<file path="src/rtl/twi_pkg.sv">
// Package with register map, field positions and shared types of the two-wire controller.
package twi_pkg;
    localparam logic [3:0] ADDR_CTRL_LOW = 4'h0;
    localparam logic [3:0] ADDR_CTRL_HIGH = 4'h1;
    localparam logic [3:0] ADDR_STATUS = 4'h2;
    localparam logic [3:0] ADDR_MASK = 4'h3;
    localparam logic [3:0] ADDR_TX = 4'h4;
    localparam logic [3:0] ADDR_RX = 4'h5;
    localparam logic [3:0] ADDR_BAUD = 4'h6;
    localparam logic [3:0] ADDR_OWN = 4'h7;
    // Control low bit positions.
    localparam int CL_ON = 15;
    localparam int CL_REL = 12;
    localparam int CL_STRICT = 11;
    localparam int CL_TEN = 10;
    localparam int CL_GENERAL_CALL_ENABLE = 7;
    localparam int CL_CLOCK_STRETCH_ENABLE = 6;
    localparam int CL_ACKV = 5;
    localparam int CL_ACKRQ = 4;
    localparam int CL_RCVRQ = 3;
    localparam int CL_STOPRQ = 2;
    localparam int CL_RSTRQ = 1;
    localparam int CL_STARTRQ = 0;
    localparam logic [15:0] CL_RESET = 16'h1000;
    localparam logic [15:0] CL_WMASK = 16'hbfff;
    localparam logic [15:0] CH_WMASK = 16'h007b;
    localparam int CH_ADDRESS_HOLD_ENABLE = 1;
    localparam int CH_DATA_HOLD_ENABLE = 0;
    localparam logic [15:0] BAUD_RESET = 16'h00c3;
    localparam logic [9:0] OWN_RESET = 10'h050;

    typedef enum logic [3:0] {
        M_IDLE = 4'b0000,
        M_START = 4'b0001,
        M_RESTART = 4'b0010,
        M_STOP = 4'b0011,
        M_TX = 4'b0100,
        M_RX = 4'b0101,
        M_ACK = 4'b0110
    } mstate_t;

    typedef enum logic [2:0] {
        S_IDLE = 3'b000,
        S_ADDR = 3'b001,
        S_ADDR2 = 3'b010,
        S_RX = 3'b011,
        S_TX = 3'b100,
        S_ACKOUT = 3'b101,
        S_ACKIN = 3'b110
    } sstate_t;

    typedef struct packed {
        logic scl_oe;
        logic sda_oe;
    } pins_t;

    typedef struct packed {
        logic ack_received_status;
        logic master_tx_active;
        logic ack_time_flag;
        logic bus_collision_flag;
        logic general_call_seen;
        logic ten_bit_match_flag;
        logic write_collision_flag;
        logic receive_overflow_flag;
        logic data_not_address;
        logic stop_seen;
        logic start_seen;
        logic slave_read;
        logic rx_buffer_full;
        logic tx_buffer_full;
    } status_t;
endpackage : twi_pkg

</file>
<file path="src/rtl/twi_ctrl.sv">
// Two-wire master and slave controller with an Avalon-MM register slave.
//
// Overview of operation
// Reserved address patterns never match as slave, apart from the general call address when enabled.
// General call acknowledged only when enabled.
// Enabled general call flags and proceeds receiving; in ten-bit mode it goes on to a second address byte instead.
// Ten-bit upper pattern matches only ten-bit mode.
// Clock stretching only with stretch enable set.
// Clock release cleared at slave transmit, and at slave receive only with stretch enable set.
// Master ack sequence drives stored ack value.
// Hold modes use stored ack value.
// Ack request runs sequence, hardware clears it.
// Receive request takes one byte, self-clears.
// Start, restart, stop requests self-clear when done.
// Start/stop flags track bus, cleared when off.
// Direction bit one for slave read.
// Receive full set on byte, clear empty.
// Transmit full while master byte shifts out; slave clears it when loading the byte.
// Transmit write while the master engine runs or the buffer is full rejected, sets collision flag.
// Mask bits make address bits don't-care.
// Software clears strict bit before masking.
// Software never loads baud reload below four.
// Master data mismatch sets bus collision, aborts.
// Received acknowledge recorded after each sent byte.
`timescale 1ns/100ps
module twi_ctrl
    import twi_pkg::*;
(
    input wire logic ref_clk,
    input wire logic arst_n,
    input wire logic [3:0] address,
    input wire logic read,
    input wire logic write,
    input wire logic [31:0] writedata,
    output logic [31:0] readdata,
    output logic waitrequest,
    input wire logic scl_in,
    output logic scl_out,
    output logic scl_oe,
    input wire logic sda_in,
    output logic sda_out,
    output logic sda_oe
);
    import twi_pkg::*;

    typedef struct packed {
        logic [1:0] scl_s;
        logic [1:0] sda_s;
        logic scl_p;
        logic sda_p;
        logic [15:0] ctl;
        logic [15:0] cth;
        logic [9:0] dont_care;
        logic [15:0] baud;
        logic [9:0] own;
        logic [7:0] tx;
        logic [7:0] rx;
        logic [7:0] sh;
        status_t st;
        mstate_t ms;
        logic [1:0] ph;
        logic [3:0] bits;
        logic [15:0] cnt;
        sstate_t ss;
        logic [3:0] sbits;
        logic [7:0] ssh;
        logic s_first;
        logic s_match;
        logic s_stretch;
        logic s_drive;
        pins_t pins;
        logic ack_q;
        logic [31:0] rd;
    } state_t;

    state_t s_q, s_d;

    // Masked compare of a received address against the own address.
    function automatic logic addr_hit(input logic [9:0] a, input logic [9:0] o, input logic [9:0] m);
        addr_hit = ((a ^ o) & ~m) == 10'h000;
    endfunction : addr_hit

    // Patterns that never match, whatever the mask; ten-bit upper pattern is handled apart.
    function automatic logic reserved7(input logic [6:0] a);
        reserved7 = (a[6:3] == 4'b0000) || (a[6:2] == 5'b11111);
    endfunction : reserved7

    logic scl, sda, scl_rise, scl_fall, start_ev, stop_ev;
    logic on, busy, take;

    always_comb begin
        scl = s_q.scl_s[1];
        sda = s_q.sda_s[1];
        scl_rise = scl & ~s_q.scl_p;
        scl_fall = ~scl & s_q.scl_p;
        start_ev = scl & s_q.scl_p & s_q.sda_p & ~sda;
        stop_ev = scl & s_q.scl_p & ~s_q.sda_p & sda;
        on = s_q.ctl[CL_ON];
        busy = (s_q.ms != M_IDLE) || (s_q.ss != S_IDLE);
        take = (read | write) & s_q.ack_q;
    end

    always_comb begin
        s_d = s_q;
        s_d.scl_s = {s_q.scl_s[0], scl_in};
        s_d.sda_s = {s_q.sda_s[0], sda_in};
        s_d.scl_p = scl;
        s_d.sda_p = sda;
        // One wait cycle per access keeps read data registered.
        s_d.ack_q = (read | write) & ~s_q.ack_q;
        s_d.rd = 32'h0000_0000;
        if (read & ~s_q.ack_q) begin
            unique case (address)
                ADDR_CTRL_LOW: s_d.rd = {16'h0000, s_q.ctl};
                ADDR_CTRL_HIGH: s_d.rd = {16'h0000, s_q.cth};
                ADDR_STATUS: s_d.rd = {16'h0000, s_q.st[13:11], 2'b00, s_q.st[10:0]};
                ADDR_MASK: s_d.rd = {22'h000000, s_q.dont_care};
                ADDR_TX: s_d.rd = {24'h000000, s_q.tx};
                ADDR_RX: s_d.rd = {24'h000000, s_q.rx};
                ADDR_BAUD: s_d.rd = {16'h0000, s_q.baud};
                ADDR_OWN: s_d.rd = {22'h000000, s_q.own};
                default: s_d.rd = 32'h0000_0000;
            endcase
        end
        if (read & take & address == ADDR_RX) begin
            s_d.st.rx_buffer_full = 1'b0;
        end
        if (write & take) begin
            unique case (address)
                ADDR_CTRL_LOW: s_d.ctl = (writedata[15:0] & CL_WMASK) | (s_q.ctl & ~CL_WMASK);
                ADDR_CTRL_HIGH: s_d.cth = writedata[15:0] & CH_WMASK;
                ADDR_MASK: s_d.dont_care = writedata[9:0];
                ADDR_BAUD: s_d.baud = writedata[15:0];
                ADDR_OWN: s_d.own = writedata[9:0];
                ADDR_STATUS: begin
                    if (!writedata[10]) s_d.st.bus_collision_flag = 1'b0;
                    if (!writedata[7]) s_d.st.write_collision_flag = 1'b0;
                    if (!writedata[6]) s_d.st.receive_overflow_flag = 1'b0;
                end
                ADDR_TX: begin
                    if (busy && s_q.ms != M_IDLE || s_q.st.tx_buffer_full) begin
                        s_d.st.write_collision_flag = 1'b1;
                    end else begin
                        s_d.tx = writedata[7:0];
                        s_d.st.tx_buffer_full = 1'b1;
                    end
                end
                default: ;
            endcase
        end

        // Bus condition flags.
        if (start_ev) begin
            s_d.st.start_seen = 1'b1;
            s_d.st.stop_seen = 1'b0;
        end
        if (stop_ev) begin
            s_d.st.stop_seen = 1'b1;
            s_d.st.start_seen = 1'b0;
        end

        // Master engine: each phase lasts baud+1 clocks, four phases per bit.
        if (s_q.ms != M_IDLE && s_q.cnt != 16'h0000) begin
            s_d.cnt = s_q.cnt - 16'h0001;
        end
        if (s_q.ms == M_IDLE && on) begin
            s_d.ph = 2'b00;
            s_d.cnt = s_q.baud;
            if (s_q.ctl[CL_STARTRQ]) s_d.ms = M_START;
            else if (s_q.ctl[CL_RSTRQ]) s_d.ms = M_RESTART;
            else if (s_q.ctl[CL_STOPRQ]) s_d.ms = M_STOP;
            else if (s_q.ctl[CL_RCVRQ]) begin
                s_d.ms = M_RX;
                s_d.bits = 4'h0;
            end else if (s_q.ctl[CL_ACKRQ]) s_d.ms = M_ACK;
            else if (s_q.st.tx_buffer_full && s_q.ss == S_IDLE) begin
                s_d.ms = M_TX;
                s_d.sh = s_q.tx;
                s_d.bits = 4'h0;
                s_d.st.master_tx_active = 1'b1;
            end
        end else if (s_q.ms != M_IDLE && s_q.cnt == 16'h0000) begin
            s_d.cnt = s_q.baud;
            s_d.ph = s_q.ph + 2'b01;
            unique case (s_q.ms)
                M_START: begin
                    // Phases: release both, pull data low, pull clock low.
                    s_d.pins = '{scl_oe: s_q.ph == 2'b10, sda_oe: s_q.ph != 2'b00};
                    if (s_q.ph == 2'b10) begin
                        s_d.ms = M_IDLE;
                        s_d.ctl[CL_STARTRQ] = 1'b0;
                    end
                end
                M_RESTART: begin
                    s_d.pins = '{scl_oe: s_q.ph == 2'b11, sda_oe: s_q.ph >= 2'b10};
                    if (s_q.ph == 2'b11) begin
                        s_d.ms = M_IDLE;
                        s_d.ctl[CL_RSTRQ] = 1'b0;
                    end
                end
                M_STOP: begin
                    s_d.pins = '{scl_oe: s_q.ph == 2'b00, sda_oe: s_q.ph != 2'b10};
                    if (s_q.ph == 2'b10) begin
                        s_d.pins = '{scl_oe: 1'b0, sda_oe: 1'b0};
                        s_d.ms = M_IDLE;
                        s_d.ctl[CL_STOPRQ] = 1'b0;
                    end
                end
                default: begin
                    // Bit phases: 0 set data, 1 raise clock, 2 sample, 3 lower clock.
                    s_d.pins.scl_oe = (s_q.ph == 2'b11);
                    if (s_q.ph == 2'b00) begin
                        s_d.pins.scl_oe = 1'b1;
                        if (s_q.ms == M_TX) s_d.pins.sda_oe = (s_q.bits == 4'h8) ? 1'b0 : ~s_q.sh[7];
                        else if (s_q.ms == M_ACK) s_d.pins.sda_oe = ~s_q.ctl[CL_ACKV];
                        else s_d.pins.sda_oe = 1'b0;
                    end
                    if (s_q.ph == 2'b10) begin
                        if (s_q.ms == M_TX && s_q.bits < 4'h8 && s_q.sh[7] && !sda) begin
                            s_d.st.bus_collision_flag = 1'b1;
                            s_d.st.tx_buffer_full = 1'b0;
                            s_d.st.master_tx_active = 1'b0;
                            s_d.pins = '{scl_oe: 1'b0, sda_oe: 1'b0};
                            s_d.ms = M_IDLE;
                        end else if (s_q.ms == M_TX && s_q.bits == 4'h8) begin
                            s_d.st.ack_received_status = sda;
                        end else if (s_q.ms == M_RX) begin
                            s_d.sh = {s_q.sh[6:0], sda};
                        end else begin
                            s_d.sh = {s_q.sh[6:0], 1'b0};
                        end
                    end
                    if (s_q.ph == 2'b11) begin
                        s_d.bits = s_q.bits + 4'h1;
                        if (s_q.ms == M_ACK) begin
                            s_d.ms = M_IDLE;
                            s_d.ctl[CL_ACKRQ] = 1'b0;
                        end else if (s_q.ms == M_RX && s_q.bits == 4'h7) begin
                            s_d.ms = M_IDLE;
                            s_d.ctl[CL_RCVRQ] = 1'b0;
                            if (s_q.st.rx_buffer_full) s_d.st.receive_overflow_flag = 1'b1;
                            s_d.rx = s_q.sh;
                            s_d.st.rx_buffer_full = 1'b1;
                        end else if (s_q.ms == M_TX && s_q.bits == 4'h8) begin
                            s_d.ms = M_IDLE;
                            s_d.st.tx_buffer_full = 1'b0;
                            s_d.st.master_tx_active = 1'b0;
                        end
                    end
                end
            endcase
        end

        // Slave engine, driven by observed clock edges.
        s_d.st.ack_time_flag = (s_q.ss == S_ACKOUT) || (s_q.ss == S_ACKIN);
        if (on && s_q.ms == M_IDLE) begin
            if (scl_rise) begin
                s_d.ssh = {s_q.ssh[6:0], sda};
                s_d.sbits = s_q.sbits + 4'h1;
                if (s_q.ss == S_ACKIN) begin
                    s_d.st.ack_received_status = sda;
                    s_d.ss = sda ? S_IDLE : S_TX;
                    s_d.sbits = 4'h0;
                end
            end
            if (scl_fall) begin
                s_d.s_drive = 1'b0;
                unique case (s_q.ss)
                    S_ADDR, S_ADDR2, S_RX: begin
                        if (s_q.sbits == 4'h8) begin
                            logic [6:0] a7;
                            logic hit;
                            logic gc;
                            a7 = s_q.ssh[7:1];
                            gc = (s_q.ss == S_ADDR) && s_q.ssh == 8'h00 && s_q.ctl[CL_GENERAL_CALL_ENABLE];
                            hit = 1'b0;
                            if (s_q.ss == S_ADDR && s_q.ctl[CL_TEN]) begin
                                hit = a7[6:2] == 5'b11110 &&
                                      addr_hit({a7[1:0], 8'h00}, {s_q.own[9:8], 8'h00}, s_q.dont_care);
                            end else if (s_q.ss == S_ADDR) begin
                                hit = !reserved7(a7) && a7[6:2] != 5'b11110 &&
                                      addr_hit({3'b000, a7}, {3'b000, s_q.own[6:0]}, s_q.dont_care);
                            end else if (s_q.ss == S_ADDR2) begin
                                hit = addr_hit({2'b00, s_q.ssh}, {2'b00, s_q.own[7:0]}, s_q.dont_care);
                            end
                            s_d.sbits = 4'h0;
                            if (s_q.ss == S_RX) begin
                                s_d.s_drive = s_q.cth[CH_DATA_HOLD_ENABLE] ? ~s_q.ctl[CL_ACKV] : ~s_q.st.rx_buffer_full;
                                if (s_q.st.rx_buffer_full) s_d.st.receive_overflow_flag = 1'b1;
                                else begin
                                    s_d.rx = s_q.ssh;
                                    s_d.st.rx_buffer_full = 1'b1;
                                end
                                s_d.st.data_not_address = 1'b1;
                                if (s_q.ctl[CL_CLOCK_STRETCH_ENABLE]) s_d.ctl[CL_REL] = 1'b0;
                                s_d.ss = S_ACKOUT;
                            end else if (hit || gc) begin
                                s_d.s_drive = s_q.cth[CH_ADDRESS_HOLD_ENABLE] ? ~s_q.ctl[CL_ACKV] : 1'b1;
                                s_d.st.general_call_seen = gc;
                                s_d.st.data_not_address = 1'b0;
                                s_d.st.slave_read = s_q.ssh[0] & ~gc;
                                s_d.st.ten_bit_match_flag = (s_q.ss == S_ADDR2);
                                s_d.s_match = 1'b1;
                                s_d.s_first = (s_q.ss == S_ADDR) && s_q.ctl[CL_TEN] && !s_q.ssh[0];
                                s_d.ss = S_ACKOUT;
                            end else begin
                                s_d.ss = S_IDLE;
                            end
                        end
                    end
                    S_ACKOUT: begin
                        s_d.sbits = 4'h0;
                        if (s_q.s_first) begin
                            s_d.s_first = 1'b0;
                            s_d.ss = S_ADDR2;
                        end else if (s_q.st.slave_read) begin
                            s_d.ss = S_TX;
                            s_d.ssh = s_q.tx;
                            s_d.s_drive = ~s_q.tx[7];
                            s_d.st.tx_buffer_full = 1'b0;
                            s_d.ctl[CL_REL] = 1'b0;
                        end else begin
                            s_d.ss = S_RX;
                        end
                    end
                    S_TX: begin
                        if (s_q.sbits == 4'h8) begin
                            s_d.ss = S_ACKIN;
                        end else begin
                            s_d.s_drive = ~s_q.ssh[7];
                        end
                    end
                    default: ;
                endcase
            end
            // Stretch only while enabled and release not yet granted.
            s_d.s_stretch = s_q.ctl[CL_CLOCK_STRETCH_ENABLE] && !s_q.ctl[CL_REL] && s_q.s_match && !scl;
            if (start_ev) begin
                s_d.ss = S_ADDR;
                s_d.sbits = 4'h0;
                s_d.s_match = 1'b0;
                s_d.s_drive = 1'b0;
            end
        end
        if (stop_ev) begin
            s_d.ss = S_IDLE;
            s_d.s_match = 1'b0;
            s_d.s_stretch = 1'b0;
            s_d.s_drive = 1'b0;
            s_d.st.general_call_seen = 1'b0;
            s_d.st.ten_bit_match_flag = 1'b0;
        end
        if (!on) begin
            s_d.st.start_seen = 1'b0;
            s_d.st.stop_seen = 1'b0;
            s_d.st.bus_collision_flag = 1'b0;
            s_d.ms = M_IDLE;
            s_d.ss = S_IDLE;
            s_d.pins = '{scl_oe: 1'b0, sda_oe: 1'b0};
            s_d.s_drive = 1'b0;
            s_d.s_stretch = 1'b0;
        end
    end

    always_ff @(posedge ref_clk or negedge arst_n) begin
        if (!arst_n) begin
            s_q <= '0;
            s_q.scl_s <= 2'b11;
            s_q.sda_s <= 2'b11;
            s_q.scl_p <= 1'b1;
            s_q.sda_p <= 1'b1;
            s_q.ctl <= CL_RESET;
            s_q.baud <= BAUD_RESET;
            s_q.own <= OWN_RESET;
        end else begin
            s_q <= s_d;
        end
    end

    logic scl_oe_q, sda_oe_q;
    always_ff @(posedge ref_clk or negedge arst_n) begin
        if (!arst_n) begin
            scl_oe_q <= 1'b0;
            sda_oe_q <= 1'b0;
        end else begin
            scl_oe_q <= s_d.pins.scl_oe | s_d.s_stretch;
            sda_oe_q <= s_d.pins.sda_oe | s_d.s_drive;
        end
    end

    always_comb begin
        readdata = s_q.rd;
        waitrequest = (read | write) & ~s_q.ack_q;
        scl_out = 1'b0;
        sda_out = 1'b0;
        scl_oe = scl_oe_q;
        sda_oe = sda_oe_q;
    end
endmodule : twi_ctrl

</file>
<file path="config.mk">
export PLATFORM = sky130hd
export DESIGN_NAME = twi_ctrl
export DESIGN_NICKNAME = d
export VERILOG_FILES = /design/src/rtl/twi_pkg.sv /design/src/rtl/twi_ctrl.sv
export SDC_FILE = /design/constraint.sdc
export NUM_CORES = 1
export LEC_CHECK = 0
export BUFFER_PORTS_ARGS = -buffer_cell sky130_fd_sc_hd__buf_2
export CAP_MARGIN = 0
export CORE_MARGIN = 5
export CORE_UTILIZATION = 50
export CTS_CLUSTER_SIZE = 25
export DETAILED_ROUTE_END_ITERATION = 8
export GPL_TIMING_DRIVEN = 0
export PLACE_DENSITY = 0.69
export SYNTH_ARGS = -nofsm -noshare
export SYNTH_HDL_FRONTEND = slang
export SYNTH_SLANG_ARGS = --single-unit
export TNS_END_PERCENT = 30
</file>
<file path="constraint.sdc">
create_clock -name ref_clk -period 3 [get_ports ref_clk]
set_clock_uncertainty 0.2 [all_clocks]
set_input_delay 0.6 -clock ref_clk [delete_from_list [all_inputs] [get_ports ref_clk]]
set_output_delay 0.6 -clock ref_clk [all_outputs]
set_load 0.1 [all_outputs]
</file>
### Yosys cells after proc, flatten, opt, wreduce, memory -nomap -nowiden

Index checks and enable logic that the tools add are counted.

* order comparisons: 2
* bitwise gates (word level): 38
* add/sub/neg operators: 4
* mux-type cells: 220
* equality and inequality tests: 52
* reductions and logical operators: 79

Operators with widths (number)
* 2-to-1 mux 8 bit: 23
* one-hot mux 16 bit (8 select lines): 1
* 2-to-1 mux 1 bit: 94
* 2-to-1 mux 4 bit: 20
* 2-to-1 mux 73 bit: 1
* 2-to-1 mux 5 bit: 14
* 2-to-1 mux 2 bit: 30
* 2-to-1 mux 18 bit: 2
* == test 4 x 3 -> 1 bit (second input constant): 8
* 2-to-1 mux 16 bit: 2
* 2-to-1 mux 32 bit: 1
* zero test 10 bit: 3
* 2-to-1 mux 10 bit: 3
* 2-to-1 mux 28 bit: 1
* 2-to-1 mux 7 bit: 4
* 2-to-1 mux 3 bit: 9
* 2-to-1 mux 26 bit: 1
* != test 2 bit (second input constant): 13
* AND reduction 6 bit: 4
* nonzero test 2 bit: 12
* logical AND 1 bit: 20
* 2-to-1 mux 19 bit: 1
* nonzero test 3 bit: 6
* 2-to-1 mux 17 bit: 1
* other kinds (57): 121

* input bits: 42
* output and inout port bits: 37
* logic and storage cells: 439
* flip-flop bits (word level): 184

### Depth between registers and ports, before layout

* depth in word-level cells: 31
* gate-level depth with buffers: 10
* gate-level depth less buffers: 8

### Worst setup path before layout

Ideal clock, no wire load.

* path kind: input -> output
* start: in write
* end: out waitrequest
* slack: 288 ps
* arrival time: 1912 ps
* buffers on the path: 0
* data required time: 2200 ps
* stages on the path: 2
* cell sequence: nor2_1 -> nor2_1

* cells in the longest elaborated chain, start to end: 2

RTL lines
* from (decl): RTL line twi_ctrl.sv:33 `input wire logic write,`
* bitwise OR 1 bit: RTL line twi_ctrl.sv:393 `waitrequest = (read | write) & ~s_q.ack_q;`
* bitwise AND 1 bit: RTL line twi_ctrl.sv:393
* to (decl): RTL line twi_ctrl.sv:36 `output logic waitrequest,`

No other way between the ends.

### Final worst setup path

* start: reg s_q[43] in the netlist's numbering
* end: reg s_q[88] in the netlist's numbering

* cells in the longest elaborated chain, start to end: 14
* elaborated cells on any way between the ends: 28
* classes of those cells: 3 x eq/ne; 7 x mux; 4 x bitwise; 14 x reduce/logical

RTL lines
* from (decl): RTL line twi_ctrl.sv:76 `state_t s_q, s_d;`
* parallel branches: the longest is 11 deep, another holds bitwise AND 8 x 10 -> 10 bit
* logical OR 1 bit (*): RTL line twi_ctrl.sv:297 `end else if (hit || gc) begin`
* nonzero test 2 bit (no source line) (*)
* AND reduction 6 bit (no source line) (*)

Every way passes the cells marked *. The select of a mux whose other input is x is not followed.
A chain may end at the register's enable or synchronous reset.

==> out/summary.txt <==
Status - finished, final reports clean
CORE AREA - 0.0178 mm²
Final Util - 0.577
Register area share after synthesis - 0.465
R2r startpoint - s_q[43]$_DFFE_PN0P_
Layout net count - 1047
Skew-Pair Late Insertion Delay - 0.44 ns
Initial DRC Count - 923
CTS tree - built
Setup CP Type - flip-flop to flip-flop
Worst rel slew slack - 0.218
Total grt overflow - 0
Die height - 144 µm
Crit path max fanout - 7
Area contributors post-synth - dfrtp_1 43%, mux2_2 6.0%, dfstp_2 3.8%
Metal2 WL - 11.9 mm
Type of origin of the critical path - flip-flop
Yosys warning count - 0
Via density - 6.25
CTS root buffer - clkbuf_16
Residual DRC - 0
CTS sink count - 167
IO Port Bufs - 44
Top-count cell post-synth - dfrtp_1
H-tree levels - 4
CTS clk-pin slew, worst paths - 0.07 ns
Detailed Place HPWL - 19.4 mm
Worst Path Arrival - 3.09 ns
CTS Buffer Depth - 2
Gr usage total - 0.263
First-pass GRT wire length - 41.8 mm
WL met3 - 2.37 mm
Post-Route WL - 26.9 mm
# rows - 49
Max Used Layer - met4
Synthesis-stage register bit count - 167
Final Hold Violating Endpoints - 0
Power Density - 740 mW/mm²
Tightest Pin Transition - 1.16 ns
Share of flip-flops with an asynchronous set or reset - 1.00
Maximum number of pins on one net before global-route repair - 121
Tmin final - 2.97 ns
Initial antenna violation count - 0
Die W - 144 µm
Worst vdd ir - 0.434 mV
Max-cap violations - 0
Post-synth top flop - dfrtp_1
Die ar. - 0.0208 mm²
Maximum clock frequency - 337 MHz
Dpl cell area - 0.00964 mm²
Final hold slack - 0.0564 ns
Cell accounting for the most synthesized area - dfrtp_1
Ant. Diodes - 0
Fin cells - 1238
Leak - 4.51 nW
Starting density of the core - 0.506
DR pass1 iterations - 6
Period utilisation layout - 0.989
EDFF count, synth - 0
# setup viols final - 0
Setup Total Neg Slack - 0 ns
Mean Syn Cell Area - 9.87 µm²
Routed wire per std cell - 21.7 µm
Crit. End Element - flip-flop
Placed insts - 1206
# IOs - 79
Top cell type's share of synthesized area - 0.427
Count of cell types in the netlist - 74
Post-Syn Instances - 915
Antenna-violating nets left - 0
Area growth syn-to-layout - 14.1%
Critical path startpoint - s_q[43]$_DFFE_PN0P_
HP Start - sda_in
Wire length on met1 - 11.6 mm
Slew Limit Fails - 0
Design area - 0.0103 mm²
Synthesized area - 0.00903 mm²
Vias in the first global route - 7235
Hold Crit Class - primary input to flip-flop
DR vias - 7739
Total CTS buffers - 17
Critical Path RT - 3.12 ns
Unrepaired setup endpoints after global routing - yes
Layout cell share with drive strength beyond 1 - 0.206
Synth top cells by count - 154 x dfrtp_1, 68 x nand2_1, 61 x nor2_1
Routability Congestion - 0.992
worst paths after layout:
path                                        end  slack [ns]  cells after the start
max in group asynchronous  s_q[121]$_DFFE_PN0P_        1.24                      3
setup reg to reg            s_q[88]$_DFFE_PN0P_        0.03                      8
setup / recovery            s_q[88]$_DFFE_PN0P_        0.03                      8
hold reg to reg              s_d[186]$_DFF_PN1_        0.16                      0
min in group asynchronous      sda_oe$_DFF_PN0_        0.45                      2
hold / removal               s_d[189]$_DFF_PN1_        0.06                      1
cells in the final DEF (no fill, tap or decap), types with 8 or more instances in the layout:
master / n
clkbuf_1: 40
dfstp_2: 13
conb_1: 18
nand2b_1: 13
nand3_1: 20
nor2b_1: 15
nor2_1: 59
a222oi_1: 8
mux2_1: 16
a22oi_1: 25
ha_1: 9
xnor2_1: 12
buf_4: 38
a22o_1: 9
inv_1: 24
mux2i_1: 23
o21ai_0: 36
buf_2: 45
mux2_2: 48
dfrtp_1: 154
clkbuf_16: 17
nand2_1: 68
nor3_1: 30
a21oi_1: 37
a31oi_1: 19
o21ai_1: 32
o22ai_1: 19
sequential cells by signal (all words and copies together), names as in the netlist:
name      flops
readdata     16
on            1
scl_oe        1
s_q         144
s_d           4
sda_oe        1
logic make-up after synthesis:
group | synth area share
and+or+nand+nor | 0.167
AOI/OAI and AO/OA | 0.168
DFF | 0.465
buffers and inverters | 0.0618
muxes | 0.109
xor gates and xnor gates | 0.0175
adders and majority gates | 0.0125
other | 0.000415
through the flow:
| stage | setup WS, ns | total power [W] |
|---|---|---|
| finish | 0.0331 | 0.00762 |
| CTS | 0.0230 | 0.00753 |
| global placement | -1.52 | 0.00534 |
| floorplan | 0.288 | 0.00465 |
| detailed placement | -0.429 | 0.00539 |
| global route | -0.0834 | 0.00799 |
area by class of cell:
class                   instances  area [µm²]
fillers                      1550        7540
multi-input cells             652        4420
repair buffers                 49         290
plain buffers                  85         462
clock buffers                  18         429
clock inverters                14         126
flip-flops and latches        167        4200
well taps                     229         287
inverters                      24        90.1
report_power, final:
| group | switching [W] | internal (W) | total (W) |
|---|---|---|---|
| clock network | 0.000979 | 0.00115 | 0.00213 |
| logic | 0.00140 | 0.000836 | 0.00223 |
| registers | 0.000570 | 0.00269 | 0.00326 |
critical path, stage by stage (launching register included):
cell	delay, ns
dfrtp_1	0.36
clkbuf_1	0.23
and4_1	0.29
or4_4	0.55
nor4b_4	0.32
a211oi_1	0.09
or3_1	0.31
buf_2	0.19
mux2_4	0.32
per-layer routing:
metal / up-vias / track usage
met2: 412 / 0.387
met3: 86 / 0.0579
met4: 0 / 0.0943
met1: 3772 / 0.382
met5: - / 0
li1: 3469 / -
timing repair:
item,CTS,global route
endpoints found under the setup margin,39,41
cloned,0,0
hold buffers,1,0
pin swaps,2,1
setup buffers,2,1
gates resized for setup,8,17
endpoints found under the hold margin,43,0
No activity file was read; power rests on OpenSTA's default activity.
